--- src/hdl/fcr_pkg.sv ---
package fcr_pkg;
   localparam int          REG_W      = 16;
   localparam int          COEFF_W    = 12;
   localparam int          COEFF_MSB  = 11;
   localparam int          NUM_REGS   = 4;
   localparam int          ADDR_W     = 14;
   localparam int          IDX_W      = 12;
   localparam logic [15:0] REG_RST    = 16'h0000;
   // register indices; byte address is four times the index
   localparam logic [11:0] IDX_TAP5   = 12'h423;
   localparam logic [11:0] IDX_TAP6   = 12'h425;
   localparam logic [11:0] IDX_TAP7   = 12'h427;
   localparam logic [11:0] IDX_TAP8   = 12'h429;

   typedef logic signed [COEFF_W-1:0] fcr_coeff_t;
   typedef struct packed {
      fcr_coeff_t tap8;
      fcr_coeff_t tap7;
      fcr_coeff_t tap6;
      fcr_coeff_t tap5;
   } fcr_taps_t;
   typedef struct packed {
      logic       hit;
      logic [1:0] sel;
   } fcr_dec_t;

   function automatic logic [ADDR_W-1:0] fcr_byte_addr(input logic [IDX_W-1:0] idx);
      return {idx, 2'b00};
   endfunction

   function automatic fcr_dec_t fcr_decode(input logic [ADDR_W-1:0] addr);
      fcr_dec_t d;
      d = '{hit: 1'b1, sel: 2'd0};
      if (addr == fcr_byte_addr(IDX_TAP5)) d.sel = 2'd0;
      else if (addr == fcr_byte_addr(IDX_TAP6)) d.sel = 2'd1;
      else if (addr == fcr_byte_addr(IDX_TAP7)) d.sel = 2'd2;
      else if (addr == fcr_byte_addr(IDX_TAP8)) d.sel = 2'd3;
      else d.hit = 1'b0;
      return d;
   endfunction

   // readback drops the coefficient msb, storage keeps it
   function automatic logic [REG_W-1:0] fcr_readback(input logic [REG_W-1:0] r);
      logic [REG_W-1:0] v;
      v            = r;
      v[COEFF_MSB] = 1'b0;
      return v;
   endfunction
endpackage

--- src/hdl/fcr_tap_regs.sv ---
`timescale 1ns/100ps
module fcr_tap_regs (
   input  wire logic                          pclk,
   input  wire logic                          presetn,
   input  wire logic                          psel,
   input  wire logic                          penable,
   input  wire logic                          pwrite,
   input  wire logic [fcr_pkg::ADDR_W-1:0]    paddr,
   input  wire logic [31:0]                   pwdata,
   output logic      [31:0]                   prdata,
   output logic                               pready,
   output logic                               pslverr,
   input  wire logic                          single_chan_mode,
   output fcr_pkg::fcr_taps_t                 chan_a_taps,
   output fcr_pkg::fcr_taps_t                 single_taps
);
   import fcr_pkg::*;

   logic [NUM_REGS-1:0][REG_W-1:0] regs_q, regs_d;
   logic [31:0]                    prdata_q, prdata_d;
   logic                           err_q, err_d;
   fcr_taps_t                      chan_a_q, chan_a_d, single_q, single_d;
   fcr_taps_t                      taps_now;
   fcr_dec_t                       dec;
   logic                           wr_acc, setup;

   assign dec     = fcr_decode(paddr);
   assign setup   = psel && !penable;
   assign wr_acc  = psel && penable && pwrite;
   // zero wait states: read data is latched in the setup cycle
   assign pready  = 1'b1;
   assign pslverr = psel && penable && err_q;
   assign prdata  = prdata_q;

   always_comb begin
      regs_d   = regs_q;
      prdata_d = prdata_q;
      err_d    = err_q;
      if (wr_acc && dec.hit) begin
         regs_d[dec.sel] = pwdata[REG_W-1:0];
      end
      if (setup) begin
         err_d    = !dec.hit;
         prdata_d = '0;
         if (dec.hit && !pwrite) begin
            prdata_d[REG_W-1:0] = fcr_readback(regs_q[dec.sel]);
         end
      end
   end

   always_comb begin
      taps_now.tap5 = regs_q[0][COEFF_W-1:0];
      taps_now.tap6 = regs_q[1][COEFF_W-1:0];
      taps_now.tap7 = regs_q[2][COEFF_W-1:0];
      taps_now.tap8 = regs_q[3][COEFF_W-1:0];
      // unused destination held at zero so the idle filter sees no taps
      chan_a_d = single_chan_mode ? '0 : taps_now;
      single_d = single_chan_mode ? taps_now : '0;
   end

   always_ff @(posedge pclk or negedge presetn) begin
      if (!presetn) begin
         regs_q   <= {NUM_REGS{REG_RST}};
         prdata_q <= '0;
         err_q    <= 1'b0;
         chan_a_q <= '0;
         single_q <= '0;
      end else begin
         regs_q   <= regs_d;
         prdata_q <= prdata_d;
         err_q    <= err_d;
         chan_a_q <= chan_a_d;
         single_q <= single_d;
      end
   end

   assign chan_a_taps = chan_a_q;
   assign single_taps = single_q;

   a_reset_zero: assert property (@(posedge pclk)
      $rose(presetn) |-> (regs_q == '0 && chan_a_q == '0 && single_q == '0))
      else $error("registers not zero after reset");

   a_write_store: assert property (@(posedge pclk) disable iff (!presetn)
      (wr_acc && dec.hit) |=> regs_q[$past(dec.sel)] == $past(pwdata[REG_W-1:0]))
      else $error("written value not stored");

   a_tap6_drive: assert property (@(posedge pclk) disable iff (!presetn)
      (psel && penable && pwrite && paddr == fcr_byte_addr(IDX_TAP5)
       && !single_chan_mode ##1 !single_chan_mode)
      |=> chan_a_taps.tap5 == $past(pwdata[COEFF_W-1:0], 2))
      else $error("sixth tap not driven by its register");

   a_tap7_drive: assert property (@(posedge pclk) disable iff (!presetn)
      !$past(single_chan_mode) |-> chan_a_taps.tap6 == $past(regs_q[1][COEFF_W-1:0]))
      else $error("seventh tap mismatch");

   a_tap8_drive: assert property (@(posedge pclk) disable iff (!presetn)
      $past(single_chan_mode) |-> single_taps.tap7 == $past(regs_q[2][COEFF_W-1:0]))
      else $error("eighth tap mismatch");

   a_tap9_drive: assert property (@(posedge pclk) disable iff (!presetn)
      (wr_acc && paddr == fcr_byte_addr(IDX_TAP8)) ##1 single_chan_mode
      |=> single_taps.tap8 == $past(pwdata[COEFF_W-1:0], 2))
      else $error("ninth tap mismatch");

   a_single_mode: assert property (@(posedge pclk) disable iff (!presetn)
      $past(single_chan_mode) |-> (chan_a_taps == '0
                                   && single_taps == $past(taps_now)))
      else $error("single mode routing wrong");

   a_msb_hidden: assert property (@(posedge pclk) disable iff (!presetn)
      (setup && !pwrite && dec.hit) |=>
      (prdata[COEFF_MSB] == 1'b0 && prdata[REG_W-1:COEFF_MSB+1]
       == $past(regs_q[dec.sel][REG_W-1:COEFF_MSB+1])
       && prdata[COEFF_MSB-1:0] == $past(regs_q[dec.sel][COEFF_MSB-1:0])))
      else $error("readback msb not masked");

   a_unmapped_err: assert property (@(posedge pclk) disable iff (!presetn)
      (setup && !dec.hit) ##1 (psel && penable) |-> pslverr ##1 $stable(regs_q))
      else $error("unmapped access not refused");

   // reset state, checked while reset is held
   a_reset_regs: assert property (@(posedge pclk)
      !presetn |->
      (regs_q == '0 && prdata == '0 && !pslverr))
      else $error("register or read data not zero in reset");

   a_reset_taps: assert property (@(posedge pclk)
      !presetn |->
      (chan_a_taps == '0 && single_taps == '0))
      else $error("tap outputs not zero in reset");

   // storage, one register per address
   a_store_tap5: assert property (@(posedge pclk) disable iff (!presetn)
      (wr_acc && paddr == fcr_byte_addr(IDX_TAP5)) |=>
      regs_q[0] == $past(pwdata[REG_W-1:0]))
      else $error("sixth tap register not written");

   a_store_tap6: assert property (@(posedge pclk) disable iff (!presetn)
      (wr_acc && paddr == fcr_byte_addr(IDX_TAP6)) |=>
      regs_q[1] == $past(pwdata[REG_W-1:0]))
      else $error("seventh tap register not written");

   a_store_tap7: assert property (@(posedge pclk) disable iff (!presetn)
      (wr_acc && paddr == fcr_byte_addr(IDX_TAP7)) |=>
      regs_q[2] == $past(pwdata[REG_W-1:0]))
      else $error("eighth tap register not written");

   a_store_tap8: assert property (@(posedge pclk) disable iff (!presetn)
      (wr_acc && paddr == fcr_byte_addr(IDX_TAP8)) |=>
      regs_q[3] == $past(pwdata[REG_W-1:0]))
      else $error("ninth tap register not written");

   a_rsvd_stored: assert property (@(posedge pclk) disable iff (!presetn)
      (wr_acc && dec.hit) |=>
      regs_q[$past(dec.sel)][REG_W-1:COEFF_W] == $past(pwdata[REG_W-1:COEFF_W]))
      else $error("reserved bits not stored");

   a_msb_stored: assert property (@(posedge pclk) disable iff (!presetn)
      (wr_acc && dec.hit) |=>
      regs_q[$past(dec.sel)][COEFF_MSB] == $past(pwdata[COEFF_MSB]))
      else $error("coefficient msb not kept in storage");

   // a write touches its own register and no other
   a_keep_tap5: assert property (@(posedge pclk) disable iff (!presetn)
      !(wr_acc && dec.hit && dec.sel == 2'd0) |=>
      $stable(regs_q[0]))
      else $error("sixth tap register changed without a write");

   a_keep_tap6: assert property (@(posedge pclk) disable iff (!presetn)
      !(wr_acc && dec.hit && dec.sel == 2'd1) |=>
      $stable(regs_q[1]))
      else $error("seventh tap register changed without a write");

   a_keep_tap7: assert property (@(posedge pclk) disable iff (!presetn)
      !(wr_acc && dec.hit && dec.sel == 2'd2) |=>
      $stable(regs_q[2]))
      else $error("eighth tap register changed without a write");

   a_keep_tap8: assert property (@(posedge pclk) disable iff (!presetn)
      !(wr_acc && dec.hit && dec.sel == 2'd3) |=>
      $stable(regs_q[3]))
      else $error("ninth tap register changed without a write");

   a_read_keeps: assert property (@(posedge pclk) disable iff (!presetn)
      (psel && penable && !pwrite) |=>
      $stable(regs_q))
      else $error("read access changed a register");

   a_idle_keeps: assert property (@(posedge pclk) disable iff (!presetn)
      !psel |=>
      $stable(regs_q))
      else $error("register changed while bus idle");

   a_bad_write_ignored: assert property (@(posedge pclk) disable iff (!presetn)
      (wr_acc && !dec.hit) |=>
      $stable(regs_q))
      else $error("unmapped write changed a register");

   // readback per register, msb forced low
   a_read_tap5: assert property (@(posedge pclk) disable iff (!presetn)
      (setup && !pwrite && paddr == fcr_byte_addr(IDX_TAP5)) |=>
      (prdata[REG_W-1:0] == {$past(regs_q[0][REG_W-1:COEFF_MSB+1]), 1'b0,
                             $past(regs_q[0][COEFF_MSB-1:0])}))
      else $error("sixth tap readback wrong");

   a_read_tap6: assert property (@(posedge pclk) disable iff (!presetn)
      (setup && !pwrite && paddr == fcr_byte_addr(IDX_TAP6)) |=>
      (prdata[REG_W-1:0] == {$past(regs_q[1][REG_W-1:COEFF_MSB+1]), 1'b0,
                             $past(regs_q[1][COEFF_MSB-1:0])}))
      else $error("seventh tap readback wrong");

   a_read_tap7: assert property (@(posedge pclk) disable iff (!presetn)
      (setup && !pwrite && paddr == fcr_byte_addr(IDX_TAP7)) |=>
      (prdata[REG_W-1:0] == {$past(regs_q[2][REG_W-1:COEFF_MSB+1]), 1'b0,
                             $past(regs_q[2][COEFF_MSB-1:0])}))
      else $error("eighth tap readback wrong");

   a_read_tap8: assert property (@(posedge pclk) disable iff (!presetn)
      (setup && !pwrite && paddr == fcr_byte_addr(IDX_TAP8)) |=>
      (prdata[REG_W-1:0] == {$past(regs_q[3][REG_W-1:COEFF_MSB+1]), 1'b0,
                             $past(regs_q[3][COEFF_MSB-1:0])}))
      else $error("ninth tap readback wrong");

   a_rdata_upper: assert property (@(posedge pclk) disable iff (!presetn)
      1'b1 |->
      prdata[31:REG_W] == '0)
      else $error("read data upper half not zero");

   a_write_no_rdata: assert property (@(posedge pclk) disable iff (!presetn)
      (setup && pwrite) |=>
      prdata == '0)
      else $error("write setup left stale read data");

   a_rdata_hold: assert property (@(posedge pclk) disable iff (!presetn)
      !setup |=>
      $stable(prdata))
      else $error("read data changed outside setup");

   // refusal of unmapped addresses
   a_bad_read_zero: assert property (@(posedge pclk) disable iff (!presetn)
      (setup && !dec.hit) |=>
      prdata == '0)
      else $error("unmapped read not zero");

   a_mapped_no_err: assert property (@(posedge pclk) disable iff (!presetn)
      (setup && dec.hit) ##1 (psel && penable) |->
      !pslverr)
      else $error("mapped access flagged as error");

   a_err_access_only: assert property (@(posedge pclk) disable iff (!presetn)
      !(psel && penable) |->
      !pslverr)
      else $error("error flag outside access phase");

   a_err_one_cycle: assert property (@(posedge pclk) disable iff (!presetn)
      pslverr |=>
      !pslverr)
      else $error("error flag held past its access");

   // tap routing for the taps not covered above
   a_dual_tap5: assert property (@(posedge pclk) disable iff (!presetn)
      !$past(single_chan_mode) |->
      chan_a_taps.tap5 == $past(regs_q[0][COEFF_W-1:0]))
      else $error("dual mode sixth tap mismatch");

   a_dual_tap7: assert property (@(posedge pclk) disable iff (!presetn)
      !$past(single_chan_mode) |->
      chan_a_taps.tap7 == $past(regs_q[2][COEFF_W-1:0]))
      else $error("dual mode eighth tap mismatch");

   a_dual_tap8: assert property (@(posedge pclk) disable iff (!presetn)
      !$past(single_chan_mode) |->
      chan_a_taps.tap8 == $past(regs_q[3][COEFF_W-1:0]))
      else $error("dual mode ninth tap mismatch");

   a_single_tap5: assert property (@(posedge pclk) disable iff (!presetn)
      $past(single_chan_mode) |->
      single_taps.tap5 == $past(regs_q[0][COEFF_W-1:0]))
      else $error("single mode sixth tap mismatch");

   a_single_tap6: assert property (@(posedge pclk) disable iff (!presetn)
      $past(single_chan_mode) |->
      single_taps.tap6 == $past(regs_q[1][COEFF_W-1:0]))
      else $error("single mode seventh tap mismatch");

   a_single_tap8: assert property (@(posedge pclk) disable iff (!presetn)
      $past(single_chan_mode) |->
      single_taps.tap8 == $past(regs_q[3][COEFF_W-1:0]))
      else $error("single mode ninth tap mismatch");

   a_dual_idle: assert property (@(posedge pclk) disable iff (!presetn)
      !$past(single_chan_mode) |->
      single_taps == '0)
      else $error("combined filter taps not idle in dual mode");

   c_reserved_write: cover property (@(posedge pclk) disable iff (!presetn)
      wr_acc && dec.hit && pwdata[REG_W-1:COEFF_W] != '0);
   c_write_read: cover property (@(posedge pclk) disable iff (!presetn)
      wr_acc && dec.hit ##1 setup && !pwrite && dec.hit);
   c_mode_switch: cover property (@(posedge pclk) disable iff (!presetn)
      $rose(single_chan_mode));
   c_msb_write: cover property (@(posedge pclk) disable iff (!presetn)
      wr_acc && dec.hit && pwdata[COEFF_MSB]);
   c_slverr: cover property (@(posedge pclk) disable iff (!presetn) pslverr);
endmodule

--- config.mk ---
export PLATFORM = sky130hd
export DESIGN_NAME = fcr_tap_regs
export DESIGN_NICKNAME = d
export VERILOG_FILES = /design/src/hdl/fcr_pkg.sv /design/src/hdl/fcr_tap_regs.sv
export SDC_FILE = /design/constraint.sdc
export NUM_CORES = 1
export LEC_CHECK = 0
export ABC_CLOCK_PERIOD_IN_PS = 1230
export BUFFER_PORTS_ARGS = -buffer_cell sky130_fd_sc_hd__buf_4
export CORE_MARGIN = 2
export CORE_UTILIZATION = 52
export DETAILED_ROUTE_END_ITERATION = 16
export PLACE_DENSITY_LB_ADDON = 0.1
export RECOVER_POWER = 100
export SLEW_MARGIN = 20
export SYNTH_ARGS = -nofsm -noshare
export SYNTH_HDL_FRONTEND = slang
export SYNTH_SLANG_ARGS = --single-unit
--- constraint.sdc ---
create_clock -name pclk -period 1.23 [get_ports pclk]
set_clock_uncertainty 0.1 [all_clocks]
set_input_delay 0.123 -clock pclk [delete_from_list [all_inputs] [get_ports pclk]]
set_output_delay 0.123 -clock pclk [all_outputs]
set_load 0.05 [all_outputs]
==> qor.csv <==
metric;value;unit
status;finished with violations;
failing checks;setup timing;
CP max FO;8;
CP Data Required Time;1.48;ns
clock buffer depth;2;
Top FF cell, synth;dfrtp_1;
number of H-tree levels;4;
Reg2Reg Setup Slack;0.01;ns
Mean Syn Cell Area;14.29;sq um
hpwl dp;10180;um
GRT Residual Overflow;0;
clock root buffer master;clkbuf_16;
RSZ-0062 raised after global routing;yes;
die area;13930;sq um
actual slew at the worst max-slew pin;0.7122;ns
drt drc;0;
Yosys warnings;0;
Slowest-stage cell, CP;or4b_4;
Post-layout nets;739;
diode count;0;
Clock Sinks;176;
Tcrit/Tclk final;133.1;%
1st-iter DRT viols;302;
RR Endpoint;prdata[1];
die width;118.0;um
slack of the critical path;-0.4071;ns
Cell Rows;41;
fin crit period;1.637;ns
Arrival @ worst endpoint;1.88;ns
Worst-path clk slew;0.06;ns
vias in the first global route;4450;
final max-slew violation count;0;
largest net degree at the start of global routing;48;
sequential fraction of the synthesis area;65.14;%
share of cells above drive strength 1;47.71;%
cells after synthesis;473;
ANT nets after route;0;
Non-Filler Instances;872;
Pleak;4.933;nW
worst skew pair latency;0.42;ns
TritonRoute pass-1 iters;4;
worst min-delay path class;input port to register;
synthesized area;6761;sq um
Port Buffer Count;147;
CTS tree;yes;
initial antenna violation count;0;
top-area cell type share of the netlist area;65.14;%
DR vias/cell;5.052;
Final setup viols;85;
initial cell density of the core;53.36;%
CP Class;input port to register;
maxcap violations;0;
count leader, synth;dfrtp_1;
Rel. slew slack;52.52;%
peak per-stage delay on the critical path;0.62;ns
Placed Cells incl. Taps;808;
crit end category;register;
overall power;0.01224;W
PwrDens;1258;nW/um^2
WHS;0.1254;ns
top cells by count, synth;dfrtp_1, mux2_2, and2_1, nor2b_1, buf_4;
CTS Buf Count;17;
Worst Hold Depth;4;
startpoint class of the critical path;input port;
worst r2r src;regs_q[33];
Max IR drop VDD;0.0008602;V
post-layout util;76.76;%
hold wc startpoint;pwrite;
Post-synth EDFFs;0;
CORE AREA;12670;sq um
GRT Util Overall;22.86;%
r2r worst-path depth;3;
Hold Vio Cnt, Final;0;
drt wl/cell;18.11;um
Ports;182;
Synth cell types;33;
flops & latches, synth;176;
die height;118.0;um
Post-Route WL;15790;um
Layout area overhead;43.84;%
area leader, netlist;dfrtp_1;
largest cells by area after synthesis;dfrtp_1, mux2_2, and2_1;
Achievable Freq;610.9;MHz
first-pass GRT wire length;24530;um
vias;4405;
FFs w/ async S/R, synth;100.0;%
Min-Delay Endpoint;prdata[3];
GP Congestion;0.8479;
crit-path cells;buf_6 -> or4_4 -> or2_4 -> or4b_4 -> o21ai_2;
area by class of cell:
type	instances	area [sq um]
repair buffers	222	2017
clock inverters	10	182.7
flip-flops and latches	176	4404
well taps	172	215.2
fillers	764	2945
clock buffers	22	464.2
multi-input cells	270	2442
worst max-delay path, delay by kind of cell:
kind                   cells  cell delay, ns
AO/OA/AOI/OAI              1            0.16
buffers and inverters      1            0.09
AND/OR/NAND/NOR            3            1.50
placed cells by master (no fill, tap or decap), drive strengths merged, types with 4 or more instances in the layout:
cell and count:
dlygate4sd3 18, bufinv 5, clkbuf 26, mux2 78, conb 18, nor2b 48
a32oi 14, a22oi 14, o21ai 16, dfrtp 176, buf 200, nor4 4
and3 4, and2 49
timing repair:
action | in CTS | in global routing
endpoints found under the hold margin | 255 | 0
cloned | 3 | 2
pin swaps | 21 | 1
hold buffers | 18 | 0
gates resized for setup | 96 | 29
setup buffers | 3 | 6
setup endpoints to repair | 98 | 111
stage by stage:
step                      setup TNS (ns)  cell area [sq um]  setup WS, ns
after CTS                         -25.85               9542       -0.3808
final                             -28.62               9726       -0.4071
after floorplan                   -61.45               6868       -0.8605
after global placement            -64.54               8318       -0.8717
after detailed placement          -66.90               8318       -0.9184
after global routing              -34.47               9726       -0.4212
kinds of logic after synthesis:
logic type	after synthesis	synth area share (%)
buffers and inverters	44	4.126
DFF	176	65.14
xor gates and xnor gates	1	0.1296
and+or+nand+nor	126	12.71
other	2	0.1111
AOI/OAI and AO/OA	46	4.793
muxes	78	12.99
metal layers:
layer  routed length (um)  vias to the layer above  GRT usage (%)
li1                     -                     2017              -
met1                 7434                     2216          34.58
met2                 7320                      153          32.74
met3                  838                       19          4.893
met4                  200                        0          8.283
met5                    0                        -              0
how the worst max path moves through the flow:
stage / from / to / slack (ns) / cells after the start
after detailed placement: paddr[9] / prdata[12] / -0.92 / 5
after global placement: paddr[9] / regs_q[21] / -0.87 / 6
after global routing: paddr[10] / regs_q[12] / -0.42 / 5
after CTS: paddr[10] / prdata[12] / -0.38 / 5
after floorplan: paddr[9] / regs_q[37] / -0.86 / 7
final: paddr[10] / prdata[8] / -0.41 / 5
power by group:
group          total [W]  switching (W)  leakage, nW  internal (W)
registers        0.00580     0.00000338         2.46       0.00579
clock network    0.00582        0.00212        0.306       0.00371
logic           0.000615       0.000415         2.17      0.000200
state kept, by name, indices dropped and copies added (netlist names):
signal       flops
regs_q          64
single_taps     48
prdata          15
err_q            1
chan_a_taps     48
No activity file was read; power rests on OpenSTA's default activity.
